--- config.mk ---
export PLATFORM = sky130hd
export DESIGN_NAME = pmw_regs
export DESIGN_NICKNAME = d
export VERILOG_FILES = /design/src/pmw_pkg.sv /design/src/pmw_regs.sv
export SDC_FILE = /design/constraint.sdc
export NUM_CORES = 1
export LEC_CHECK = 0
export BUFFER_PORTS_ARGS = -buffer_cell sky130_fd_sc_hd__buf_2
export CORE_MARGIN = 5
export CORE_UTILIZATION = 56
export CTS_CLUSTER_SIZE = 12
export DETAILED_ROUTE_END_ITERATION = 16
export PLACE_DENSITY = 0.86
export SLEW_MARGIN = 10
export SYNTH_ARGS = -nofsm -noshare
export SYNTH_HDL_FRONTEND = slang
export SYNTH_SLANG_ARGS = --single-unit
--- constraint.sdc ---
create_clock -name clock -period 6 [get_ports clock]
set_clock_uncertainty 0.2 [all_clocks]
set_input_delay 1.2 -clock clock [delete_from_list [all_inputs] [get_ports clock]]
set_output_delay 1.2 -clock clock [all_outputs]
set_load 0.03 [all_outputs]
--- src/pmw_pkg.sv ---
/*
 * Constants, field layouts and carrier types of the power manager status,
 * reset-cause, wake-cause and wake-enable register block.
 * Assumes a single peripheral-bus clock domain and word-aligned accesses.
 */
package pmw_pkg;

    // ****************************************
    // Register offsets
    // ****************************************
    localparam logic [9:0] OFF_CLOCK_SELECT = 10'h000;
    localparam logic [9:0] OFF_UNLOCK       = 10'h058;
    localparam logic [9:0] OFF_IRQ_ENABLE   = 10'h0c0;
    localparam logic [9:0] OFF_IRQ_DISABLE  = 10'h0c4;
    localparam logic [9:0] OFF_IRQ_MASK     = 10'h0c8;
    localparam logic [9:0] OFF_IRQ_PENDING  = 10'h0cc;
    localparam logic [9:0] OFF_IRQ_CLEAR    = 10'h0d0;
    localparam logic [9:0] OFF_STATUS       = 10'h0d4;
    localparam logic [9:0] OFF_RESET_CAUSE  = 10'h180;
    localparam logic [9:0] OFF_WAKE_SOURCE  = 10'h184;
    localparam logic [9:0] OFF_WAKE_ENABLE  = 10'h188;
    localparam logic [9:0] OFF_OPTIONS      = 10'h3f8;

    // ****************************************
    // Field positions and masks
    // ****************************************
    localparam int          BIT_ACCESS_ERROR  = 31;
    localparam int          BIT_CLOCK_READY   = 5;
    localparam int          BIT_CLOCK_FAILURE = 0;
    localparam logic [31:0] IRQ_BITS          = 32'h8000_0021;
    localparam logic [31:0] RESET_CAUSE_BITS  = 32'h0000_299f;
    localparam logic [31:0] WAKE_SOURCE_BITS  = 32'h0003_0077;
    localparam logic [31:0] WAKE_ENABLE_BITS  = 32'h0000_0077;
    localparam int          UNLOCK_KEY_LSB    = 24;
    localparam logic [7:0]  UNLOCK_KEY        = 8'haa;

    // ****************************************
    // Reset values
    // ****************************************
    localparam logic [31:0] RST_ZERO         = 32'h0000_0000;
    localparam logic [31:0] RST_CLOCK_SELECT = 32'h0000_0000;
    localparam logic [31:0] RST_WAKE_ENABLE  = 32'h0000_0000;
    localparam logic [31:0] OPTIONS_VALUE    = 32'h0000_00c3;

    // ****************************************
    // Carrier types
    // ****************************************
    typedef struct packed {
        logic        sel;
        logic        write;
        logic [9:0]  addr;
        logic [31:0] wdata;
    } pmw_bus_req_t;

    typedef struct packed {
        logic        clock_failure;
        logic        clock_switch_done;
        logic        wake_event;
        logic [31:0] wake_sources;
        logic [31:0] reset_sources;
    } pmw_events_t;

    typedef struct packed {
        logic [31:0] rdata;
        logic        ack;
        logic        irq;
        logic [31:0] clock_select;
        logic        unlocked;
        logic [9:0]  unlock_addr;
        logic [31:0] interrupt_mask;
        logic [31:0] pending;
        logic        access_error;
        logic        clock_ready;
        logic        on_rc;
        logic [31:0] reset_cause;
        logic        captured;
        logic [31:0] wake_source;
        logic [31:0] wake_enable;
    } pmw_state_t;

endpackage

--- src/pmw_regs.sv ---
/*
 * Power manager status and cause registers: pending flags with mask,
 * status, lock protection of the clock select, reset cause, wake cause,
 * asynchronous wake enable and the implemented-options word.
 * Assumes the reset controller holds the one-hot reset source steady
 * across reset release, and event inputs are single-cycle pulses.
 */
`timescale 1ns/1ps
module pmw_regs (
    input  wire logic                  clock,
    input  wire logic                  rst_n,
    input  wire logic                  clk_en,
    input  wire pmw_pkg::pmw_bus_req_t bus_req,
    input  wire pmw_pkg::pmw_events_t  events,
    output logic [31:0]                bus_rdata,
    output logic                       bus_ack,
    output logic                       irq,
    output logic [31:0]                clock_select,
    output logic                       main_clk_on_rc,
    output logic [31:0]                async_wakeup_enable
);

    // ****************************************
    // State
    // ****************************************
    pmw_pkg::pmw_state_t s_q;
    pmw_pkg::pmw_state_t s_d;

    logic        wr;
    logic        rd;
    logic        unlock_hit;
    logic        locked_ok;
    logic        select_wr;
    logic        lock_err_evt;
    logic [31:0] set_bits;
    logic [31:0] clr_bits;
    logic [31:0] status_word;
    logic [31:0] read_word;

    always_comb begin
        wr = bus_req.sel && bus_req.write;
        rd = bus_req.sel && !bus_req.write;
        unlock_hit = wr && (bus_req.addr == pmw_pkg::OFF_UNLOCK)
            && (bus_req.wdata[pmw_pkg::UNLOCK_KEY_LSB +: 8] == pmw_pkg::UNLOCK_KEY);
        // Armed only for the access right after the unlock write
        locked_ok = s_q.unlocked && (s_q.unlock_addr == pmw_pkg::OFF_CLOCK_SELECT);
        select_wr = wr && (bus_req.addr == pmw_pkg::OFF_CLOCK_SELECT) && locked_ok;
        lock_err_evt = wr && (bus_req.addr == pmw_pkg::OFF_CLOCK_SELECT) && !locked_ok;

        // Hardware set events
        set_bits = pmw_pkg::RST_ZERO;
        set_bits[pmw_pkg::BIT_ACCESS_ERROR] = lock_err_evt;
        set_bits[pmw_pkg::BIT_CLOCK_READY] = events.clock_switch_done && !select_wr;
        set_bits[pmw_pkg::BIT_CLOCK_FAILURE] = events.clock_failure;

        // Write-one-to-clear, zeros leave flags alone
        clr_bits = pmw_pkg::RST_ZERO;
        if (wr && (bus_req.addr == pmw_pkg::OFF_IRQ_CLEAR)) begin
            clr_bits = bus_req.wdata & pmw_pkg::IRQ_BITS;
        end

        status_word = pmw_pkg::RST_ZERO;
        status_word[pmw_pkg::BIT_ACCESS_ERROR] = s_q.access_error;
        status_word[pmw_pkg::BIT_CLOCK_READY] = s_q.clock_ready;
        status_word[pmw_pkg::BIT_CLOCK_FAILURE] = s_q.on_rc;
    end

    // ****************************************
    // Read decode
    // ****************************************
    always_comb begin
        read_word = pmw_pkg::RST_ZERO;
        unique case (bus_req.addr)
            pmw_pkg::OFF_CLOCK_SELECT: read_word = s_q.clock_select;
            pmw_pkg::OFF_IRQ_MASK:     read_word = s_q.interrupt_mask;
            pmw_pkg::OFF_IRQ_PENDING:  read_word = s_q.pending;
            pmw_pkg::OFF_IRQ_CLEAR:    read_word = pmw_pkg::RST_ZERO;
            pmw_pkg::OFF_STATUS:       read_word = status_word;
            pmw_pkg::OFF_RESET_CAUSE: begin
                read_word = s_q.reset_cause;
                // Read on the capture edge sees the live source
                if (!s_q.captured) begin
                    read_word = events.reset_sources & pmw_pkg::RESET_CAUSE_BITS;
                end
            end
            pmw_pkg::OFF_WAKE_SOURCE:  read_word = s_q.wake_source;
            pmw_pkg::OFF_WAKE_ENABLE:  read_word = s_q.wake_enable;
            pmw_pkg::OFF_OPTIONS:      read_word = pmw_pkg::OPTIONS_VALUE;
            default:                   read_word = pmw_pkg::RST_ZERO;
        endcase
    end

    // ****************************************
    // Next state
    // ****************************************
    always_comb begin
        s_d = s_q;
        s_d.ack = bus_req.sel;
        s_d.rdata = rd ? read_word : pmw_pkg::RST_ZERO;

        // Unlock lasts one access only
        if (bus_req.sel) begin
            s_d.unlocked = unlock_hit;
            s_d.unlock_addr = bus_req.wdata[9:0];
        end

        if (select_wr) begin
            s_d.clock_select = bus_req.wdata;
            s_d.clock_ready = 1'b0;
        end else if (events.clock_switch_done) begin
            s_d.clock_ready = 1'b1;
        end

        if (lock_err_evt) begin
            s_d.access_error = 1'b1;
        end
        if (events.clock_failure) begin
            s_d.on_rc = 1'b1;
        end

        if (wr && (bus_req.addr == pmw_pkg::OFF_IRQ_ENABLE)) begin
            s_d.interrupt_mask = s_q.interrupt_mask | (bus_req.wdata & pmw_pkg::IRQ_BITS);
        end else if (wr && (bus_req.addr == pmw_pkg::OFF_IRQ_DISABLE)) begin
            s_d.interrupt_mask = s_q.interrupt_mask & ~bus_req.wdata;
        end

        // Set wins over a clear in the same cycle
        s_d.pending = (s_q.pending & ~clr_bits) | set_bits;
        s_d.irq = |(s_d.pending & s_d.interrupt_mask);

        if (wr && (bus_req.addr == pmw_pkg::OFF_WAKE_ENABLE)) begin
            s_d.wake_enable = bus_req.wdata & pmw_pkg::WAKE_ENABLE_BITS;
        end

        // Latest reset source caught on the first cycle after release
        if (!s_q.captured) begin
            s_d.captured = 1'b1;
            s_d.reset_cause = events.reset_sources & pmw_pkg::RESET_CAUSE_BITS;
        end

        if (events.wake_event) begin
            s_d.wake_source = events.wake_sources & pmw_pkg::WAKE_SOURCE_BITS;
        end
    end

    // ****************************************
    // Registers
    // ****************************************
    always_ff @(posedge clock or negedge rst_n) begin
        if (!rst_n) begin
            s_q.rdata        <= pmw_pkg::RST_ZERO;
            s_q.ack          <= 1'b0;
            s_q.irq          <= 1'b0;
            s_q.clock_select <= pmw_pkg::RST_CLOCK_SELECT;
            s_q.unlocked     <= 1'b0;
            s_q.unlock_addr  <= 10'h000;
            s_q.interrupt_mask <= pmw_pkg::RST_ZERO;
            s_q.pending      <= pmw_pkg::RST_ZERO;
            s_q.access_error <= 1'b0;
            s_q.clock_ready  <= 1'b0;
            s_q.on_rc        <= 1'b0;
            s_q.reset_cause  <= pmw_pkg::RST_ZERO;
            s_q.captured     <= 1'b0;
            s_q.wake_source  <= pmw_pkg::RST_ZERO;
            s_q.wake_enable  <= pmw_pkg::RST_WAKE_ENABLE;
        end else if (clk_en) begin
            s_q <= s_d;
        end
    end

    // ****************************************
    // Outputs
    // ****************************************
    always_comb begin
        bus_rdata = s_q.rdata;
        bus_ack = s_q.ack;
        irq = s_q.irq;
        clock_select = s_q.clock_select;
        main_clk_on_rc = s_q.on_rc;
        async_wakeup_enable = s_q.wake_enable;
    end

endmodule

==> flow_summary.json, run 1 <==
{
  "seqPwrFrac_pct": 42.9,
  "dpl_worst_slack_ns": 1.99,
  "avgSynthCellArea_um2": 12.2,
  "critPathMaxFanout": 17,
  "p_sw_share_pct": 22.2,
  "synth_top_family_by_area": "compound AO/OA/AOI/OAI gates",
  "worstMarginPinSlew_ns": 1.14,
  "post_cts.repair.setup_buffers": 0,
  "p_leak_nw": 3.71,
  "gr-total-overflow": 0,
  "grtUsageMet2_pct": 39.4,
  "finalCriticalPeriod_ns": 3.45,
  "cts_tree": "built",
  "endpoint_kind": "register",
  "dp.cells": 753,
  "grt_busiest_layer": "met2",
  "rows": 40,
  "fin_ws_ns": 2.55,
  "path_cells": "buf_2 -> or4b_4 -> nor3_4 -> buf_4 -> a221o_1 -> a221oi_1 -> o2bb2ai_1",
  "yosysSeqAreaShare_pct": 50.7,
  "grt_max_degree": 73,
  "arrival_ns": 3.58,
  "layout_commonest_cell": "dfrtp_1",
  "h-tree-depth": 4,
  "ys_types": 59,
  "wirelength_um": 17500,
  "fillCellCount": 966,
  "ioPinCount": 213,
  "grtUsageTotal_pct": 24.8,
  "hpwl_um": 11800,
  "pwr-share-clk_pct": 50.4,
  "cts_sinks": 139,
  "grt_pass1_wl_um": 27800,
  "synthMuxAreaShare_pct": 12.1,
  "cp.depth": 7,
  "switchingPower_w": 0.000510,
  "start_util_pct": 57.2,
  "drc_errors": 0,
  "final_cell_mix": "dfrtp_1 (139), buf_2 (138), mux2_2 (66)",
  "maxCapViolCount": 0,
  "synth_xor_area_share_pct": 0.128,
  "cts_buffers": 17,
  "rsz0062_at_grt": "false",
  "ir_drop_v": 0.000207,
  "die_area_mm2": 0.0146,
  "yosys.area_share.simple_pct": 7.89,
  "fin_setup_tns_ns": 0,
  "internal-power_w": 0.00179,
  "core-area_mm2": 0.0120,
  "syn_area_mm2": 0.00687,
  "nets": 739,
  "drt-vias-per-instance": 6.13,
  "multi_input_area_mm2": 0.00261,
  "required_ns": 6.14,
  "final-instance-count-excl-fill": 785,
  "detail-route-antenna-nets": 0,
  "seq_area_mm2": 0.00348,
  "synthAdderAreaFrac_pct": 0,
  "vias": 4811,
  "timing.critical_path.buf_inv": 2,
  "whs_path_depth": 1,
  "reg2reg_depth": 4,
  "ctsHoldBuffers": 0,
  "die_y_um": 121,
  "slowest_stage": "nor3_4",
  "timing.hold.ws_ns": 0.278,
  "area_growth_pct": 11.9,
  "met1_usage_pct": 32.9,
  "die_w_um": 121,
  "start_kind": "input port",
  "synth_compound_area_share_pct": 16.1,
  "ys_warn_count": 0,
  "antenna_found_initial": 2,
  "drv_slew": 0,
  "max_stage_delay_ns": 0.75,
  "worstSkewPairLatency_ns": 0.42,
  "async_reset_ff_share_pct": 100,
  "max_freq_mhz": 290,
  "hold_violations": 0,
  "status": "finished clean",
  "max_slew_margin_pct": 23.2,
  "finalPower_w": 0.00230,
  "setup_viol": 0,
  "cts_resized": 0,
  "worstHoldPathType": "reg2reg",
  "clock_tree.buffer_depth": 2,
  "portBuffers": 139,
  "synthFlopType": "dfrtp_1",
  "synth_edf_count": 0,
  "root_buffer": "clkbuf_16",
  "initialDrtViolationCount": 456,
  "p_per_area_mw_per_mm2": 299,
  "place_congestion": 0.981,
  "avgRoutedWirePerCell_um": 22.3,
  "comb_power_share_pct": 6.7,
  "drt-pass1-iter-count": 6,
  "min_period_over_period_pct": 57.4,
  "worstSetupPathType": "in2reg",
  "grt_pass1_vias": 5001,
  "cts.clk_slew.worst_paths_ns": 0.06,
  "synth_seq_cells": 139,
  "netlist_instances": 561,
  "drive_gt1_share_pct": 41.8,
  "met3_usage_pct": 7.48,
  "crit_family": "simple AND/OR/NAND/NOR gates",
  "n_antenna_cell": 0
}
-- final timing paths --
| path | from | endpoint | slack, ns |
|---|---|---|---|
| setup reg to reg | s_q[166] | clock_select[30] | 3.29 |
| hold reg to reg | bus_rdata[1] | bus_rdata[1] | 0.28 |
| hold / removal | bus_rdata[1] | bus_rdata[1] | 0.28 |
| max in group asynchronous | rst_n | bus_rdata[9] | 3.69 |
| setup / recovery | bus_req[34] | bus_rdata[6] | 2.55 |
| min in group asynchronous | rst_n | s_q[34] | 0.59 |
-- final cells by class --
type / count / share of cell area (%)
flip-flops and latches: 139 / 45.3
multi-input cells: 317 / 33.9
repair buffers: 143 / 9.52
clock inverters: 12 / 2.51
well taps: 147 / 2.39
clock buffers: 20 / 6.07
inverters: 7 / 0.342
-- power by group through the flow --
stage | logic (W) | registers [W] | clock network, W
after floorplan | 0.0000940 | 0.000998 | 0
final | 0.000154 | 0.000985 | 0.00116
after CTS | 0.000154 | 0.000984 | 0.00117
after detailed placement | 0.000153 | 0.00100 | 0
after global routing | 0.000169 | 0.000987 | 0.00122
after global placement | 0.000149 | 0.000997 | 0
-- per-stage QoR --
step / instance area (um2) / util, %
2_1_floorplan: 6960 / -
3_3_place_gp: 7030 / 58.5
3_5_place_dp: 7030 / 58.5
4_1_cts: 7680 / 64.0
5_1_grt: 7690 / 64.0
6_report: 7690 / 64.0
-- worst reg2reg max path: stages (launching register included) --
cell	delay, ns
dfrtp_1	0.38
nor4b_1	0.31
nand3_1	0.30
nor2_4	0.95
mux2_2	0.44
-- metal layers --
layer,share of wire [%],vias to the layer above
met1,42,2441
met3,8.4,34
met5,0.11,-
met4,1.9,4
li1,-,2090
met2,48,242
-- flip-flops by register name, summed over array words and instances, names as in the netlist --
signal	count
async_wakeup_enable	6
bus_ack	1
bus_rdata	32
clock_select	32
irq	1
main_clk_on_rc	1
s_q	66
-- cell families (layout without fill, tap and decap cells) --
group / count (synthesis) / after routing
buffers and inverters: 130 / 182
flip-flops: 139 / 139
AO/OA/AOI/OAI: 130 / 130
multiplexers: 74 / 74
AND/OR/NAND/NOR: 86 / 86
XOR/XNOR: 1 / 1
other: 1 / 26
-- cells in the mapped netlist (all sizes together), types with 3 or more instances --
cell     instances  area share [%]
dfrtp          139              51
buf            113              12
mux2            72              12
a21boi          30             3.3
o2bb2ai         30             4.7
a22oi           23             2.5
nand2           18            0.98
a222oi          10             1.5
clkbuf          10            0.56
nor2             9            0.53
nor3             9            0.89
o21ai            8            0.58
a21oi            7            0.51
inv              7            0.38
nand4            6            0.55
nor4             6            0.73
and3             5            0.46
nand3            5            0.36
a22o             3            0.38
and2             3            0.27
nand2b           3            0.27
nor4b            3            0.38
nor4bb           3            0.44
o31ai            3            0.33
or2              3            0.27
or4              3            0.44
(Power assumes the default switching activity.)
==> inputs of run 2 (changes only) <==
- CORE_UTILIZATION: 56 -> 47
- PLACE_DENSITY: 0.86 -> 0.77
- clock period: 6 -> 3.1 ns (I/O delays scaled with it)
==> flow_summary.json, run 2 (synthesized netlist as in run 1, its figures left out) <==
{
  "portBuffers": 139,
  "internal-power_w": 0.00333,
  "fin_ws_ns": 0.688,
  "rows": 44,
  "crit_family": "simple AND/OR/NAND/NOR gates",
  "hpwl_um": 12500,
  "pwr-share-clk_pct": 48.2,
  "start_util_pct": 47.6,
  "dpl_worst_slack_ns": 0.289,
  "wirelength_um": 17700,
  "grt_max_degree": 47,
  "reg2reg_from": "s_q[168]",
  "nets": 760,
  "p_per_area_mw_per_mm2": 542,
  "detail-route-antenna-nets": 0,
  "required_ns": 3.19,
  "cts.clk_slew.worst_paths_ns": 0.05,
  "clock_tree.buffer_depth": 2,
  "path_cells": "buf_2 -> nor4_2 -> and3_1 -> nand3_1 -> nor2_4 -> buf_4 -> mux2_2",
  "grt_pass1_wl_um": 27500,
  "switchingPower_w": 0.000948,
  "worstMarginPinSlew_ns": 0.777,
  "cts_buffers": 17,
  "grtUsageTotal_pct": 21.3,
  "cp-startpoint": "bus_req[34]",
  "seqPwrFrac_pct": 44.6,
  "h-tree-depth": 4,
  "multi_input_area_mm2": 0.00261,
  "whs_path_depth": 2,
  "ir_drop_v": 0.000382,
  "seq_area_mm2": 0.00348,
  "layout_commonest_cell": "dfrtp_1",
  "ioPinCount": 213,
  "worstHoldPathType": "in2reg",
  "cp.depth": 7,
  "final_cell_mix": "dfrtp_1 (139), buf_2 (138), mux2_2 (66)",
  "worstSkewPairLatency_ns": 0.41,
  "vias": 4857,
  "drt-pass1-iter-count": 6,
  "max_freq_mhz": 415,
  "reg2reg_depth": 5,
  "setup_viol": 0,
  "start_kind": "input port",
  "area_growth_pct": 14.9,
  "cts_sinks": 139,
  "finalCriticalPeriod_ns": 2.41,
  "arrival_ns": 2.50,
  "max_slew_margin_pct": 47.5,
  "die_area_mm2": 0.0171,
  "root_buffer": "clkbuf_16",
  "core-area_mm2": 0.0144,
  "min_from": "bus_req[23]",
  "largest_register_ff_count": 66,
  "grt_pass1_vias": 4955,
  "final_util_pct": 54.7,
  "fillCellCount": 1243,
  "slowest_stage": "nor4_2",
  "avgRoutedWirePerCell_um": 21.1,
  "antenna_found_initial": 2,
  "place_congestion": 0.894,
  "regMostFlops": "s_q",
  "worstSetupPathType": "in2reg",
  "comb_power_share_pct": 7.2,
  "critPathMaxFanout": 19,
  "drive_gt1_share_pct": 42.9,
  "endpoint_kind": "register",
  "p_sw_share_pct": 22.2,
  "rsz0062_at_grt": "false",
  "hold_violations": 0,
  "timing.critical_path.buf_inv": 2,
  "post_cts.repair.setup_buffers": 0,
  "status": "finished clean",
  "fin_setup_tns_ns": 0,
  "die_w_um": 131,
  "p_leak_nw": 3.82,
  "drc_errors": 0,
  "gr-total-overflow": 0,
  "drv_slew": 0,
  "die_y_um": 131,
  "max_stage_delay_ns": 0.48,
  "min_period_over_period_pct": 77.8,
  "n_antenna_cell": 0,
  "initialDrtViolationCount": 395,
  "maxCapViolCount": 0,
  "drt-vias-per-instance": 5.77,
  "cts_tree": "built"
}
## run 2: area by class of cell
class                      count  area share (%)
timing repair buffer         164            11.9
clock inverter                 7            1.43
inverter                       7           0.333
sequential                   139            44.1
multi-input combinational    317            33.0
tap                          184            2.92
clock buffer                  24            6.24
## run 2: per-stage QoR
step | power (W) | hold slack, ns | area [um2] | instances
2_1_floorplan | 0.00211 | 0.124 | 6960 | 586
3_3_place_gp | 0.00223 | 0.267 | 7270 | 810
3_5_place_dp | 0.00224 | 0.265 | 7270 | 810
4_1_cts | 0.00432 | 0.186 | 7890 | 842
5_1_grt | 0.00444 | 0.186 | 7890 | 842
6_report | 0.00427 | 0.201 | 7890 | 842
## run 2: worst paths after layout
check                              endpoint  slack [ns]
hold / removal                     s_q[155]        0.20
max in group asynchronous     bus_rdata[15]        1.48
hold reg to reg               bus_rdata[11]        0.28
setup / recovery           clock_select[18]        0.69
min in group asynchronous  clock_select[27]        0.51
setup reg to reg           clock_select[18]        0.92
## run 2: timing repair
action | in CTS | in global routing
hold buffers | 1 | 0
gates resized for setup | 0 | 0
endpoints found under the hold margin | 43 | 0
setup endpoints to repair | 0 | 0
## run 2: power by group through the flow
stage | clock [W] | combinational, W | sequential [W]
after floorplan | 0 | 0.000182 | 0.00193
after global placement | 0 | 0.000299 | 0.00193
after detailed placement | 0 | 0.000308 | 0.00194
after CTS | 0.00210 | 0.000311 | 0.00190
after global routing | 0.00219 | 0.000340 | 0.00191
final | 0.00206 | 0.000308 | 0.00190
## run 2: layer usage
| metal | GRT usage [%] | wire length, um | share of wire [%] | vias up |
|---|---|---|---|---|
| met3 | 5.45 | 1400 | 7.9 | 31 |
| met2 | 33.2 | 8390 | 47 | 220 |
| met4 | 8.29 | 329 | 1.9 | 4 |
| li1 | - | - | - | 2123 |
| met5 | 0 | 19 | 0.11 | - |
| met1 | 28.7 | 7580 | 43 | 2479 |
==> inputs of run 3 (changes only) <==
- clock period: 3.1 -> 2 ns (I/O delays scaled with it)
==> flow_summary.json, run 3 (synthesized netlist as in run 1, its figures left out) <==
{
  "whs_path_depth": 2,
  "timing.critical_path.buf_inv": 3,
  "core-area_mm2": 0.0144,
  "drive_gt1_share_pct": 49.6,
  "die_area_mm2": 0.0171,
  "grt_max_degree": 40,
  "status": "complete, but fails checks",
  "n_antenna_cell": 0,
  "h-tree-depth": 4,
  "timing.hold.ws_ns": 0.0218,
  "reg2reg_depth": 7,
  "clock_tree.buffer_depth": 2,
  "cts_buffers": 17,
  "cts_tree": "built",
  "cts_sinks": 139,
  "min_period_over_period_pct": 103,
  "start_util_pct": 47.6,
  "setup_viol": 30,
  "min_from": "events[48]",
  "root_buffer": "clkbuf_16",
  "fin_setup_tns_ns": -1.25,
  "final_util_pct": 61.5,
  "final_cell_mix": "dfrtp_1 (138), buf_2 (138), buf_4 (59)",
  "seq_area_mm2": 0.00348,
  "rows": 44,
  "start_kind": "register",
  "maxCapViolCount": 0,
  "hpwl_um": 13600,
  "drv_slew": 0,
  "multi_input_area_mm2": 0.00285,
  "reg2reg_from": "s_q[168]",
  "ioPinCount": 213,
  "hold-path-endpoint": "s_q[48]",
  "avgRoutedWirePerCell_um": 21.2,
  "drt-pass1-iter-count": 7,
  "p_per_area_mw_per_mm2": 741,
  "gr-total-overflow": 0,
  "cp-startpoint": "s_q[168]",
  "ir_drop_v": 0.000697,
  "drc_errors": 0,
  "grt_pass1_wl_um": 29700,
  "area_growth_pct": 29.3,
  "arrival_ns": 2.16,
  "hold_violations": 0,
  "grtUsageTotal_pct": 23.2,
  "max_stage_delay_ns": 0.40,
  "r2r_setup_slack_ns": -0.06,
  "worstHoldPathType": "in2reg",
  "die_w_um": 131,
  "r2r-end": "clock_select[2]",
  "grt_pass1_vias": 5352,
  "crit_family": "simple AND/OR/NAND/NOR gates",
  "portBuffers": 139,
  "place_congestion": 0.906,
  "regMostFlops": "s_q",
  "die_y_um": 131,
  "detail-route-antenna-nets": 0,
  "violations": "setup timing",
  "endpoint_kind": "register",
  "cp.depth": 7,
  "initialDrtViolationCount": 353,
  "drt-vias-per-instance": 5.67,
  "largest_register_ff_count": 66,
  "rsz0062_at_grt": "true",
  "slowest_stage": "dfrtp_1",
  "required_ns": 2.10,
  "wirelength_um": 19500,
  "path_cells": "nor4b_2 -> nand3_1 -> buf_6 -> nor2_4 -> buf_12 -> buf_8 -> mux2_4",
  "max_freq_mhz": 485,
  "fillCellCount": 1120,
  "cts.clk_slew.worst_paths_ns": 0.06,
  "nets": 838,
  "worstSkewPairLatency_ns": 0.42,
  "p_leak_nw": 4.28,
  "antenna_found_initial": 3,
  "finalCriticalPeriod_ns": 2.06,
  "fin_ws_ns": -0.0631,
  "vias": 5216,
  "critPathMaxFanout": 6,
  "worstSetupPathType": "reg2reg"
}
==> run 3: cell count changes in the layout (fill, tap and decap cells not counted), sizes merged <==
cell,change
clkinvlp,+3
bufinv,-2
clkinv,+2
buf,+55
dlygate4sd3,+23
clkbuf,-3
==> run 3: cell type report <==
cell class | count | share of cell area [%]
clock buffer | 21 | 5.41
sequential | 139 | 39.2
clock inverter | 10 | 1.04
inverter | 7 | 0.296
tap | 184 | 2.59
multi-input combinational | 317 | 32.1
timing repair buffer | 242 | 19.4
==> run 3: metal layers <==
metal | track usage, % | vias up | wire length [um]
met2 | 38.2 | 238 | 9740
met4 | 8.89 | 6 | 498
met5 | 0 | - | 34
met3 | 5.98 | 44 | 1380
met1 | 29.5 | 2644 | 7830
li1 | - | 2284 | -
==> run 3: power by group <==
group	switching [W]	total [W]	internal, W	leakage [nW]
clock network	0.00119	0.00302	0.00183	0.273
logic	0.000345	0.000602	0.000257	2.15
registers	0.0000529	0.00295	0.00290	1.85
total	0.00159	0.00658	0.00499	4.28
==> run 3: worst max-delay path by stage <==
stage / end / slack [ns]
finish: clock_select[2] / -0.06
global route: clock_select[1] / -0.14
CTS: clock_select[16] / -0.06
detailed placement: clock_select[28] / -0.40
global placement: clock_select[29] / -0.37
floorplan: async_wakeup_enable[0] / -0.13
==> run 3: metrics by stage <==
step / cells / power (W) / cell area (um2) / setup slack (ns)
2_1_floorplan: 586 / 0.00329 / 7140 / -0.132
3_3_place_gp: 857 / 0.00353 / 7780 / -0.371
3_5_place_dp: 857 / 0.00355 / 7780 / -0.405
4_1_cts: 918 / 0.00661 / 8830 / -0.0639
5_1_grt: 920 / 0.00680 / 8880 / -0.139
6_report: 920 / 0.00658 / 8880 / -0.0631
==> run 3: what timing repair did <==
item                       4_1_cts  5_1_grt
pin swaps                        4        5
setup buffers                    4        3
resized for setup               37       13
setup endpoints to repair       33       61
hold buffers                    24        0
hold endpoints to repair        50        0
cloned                           2        0
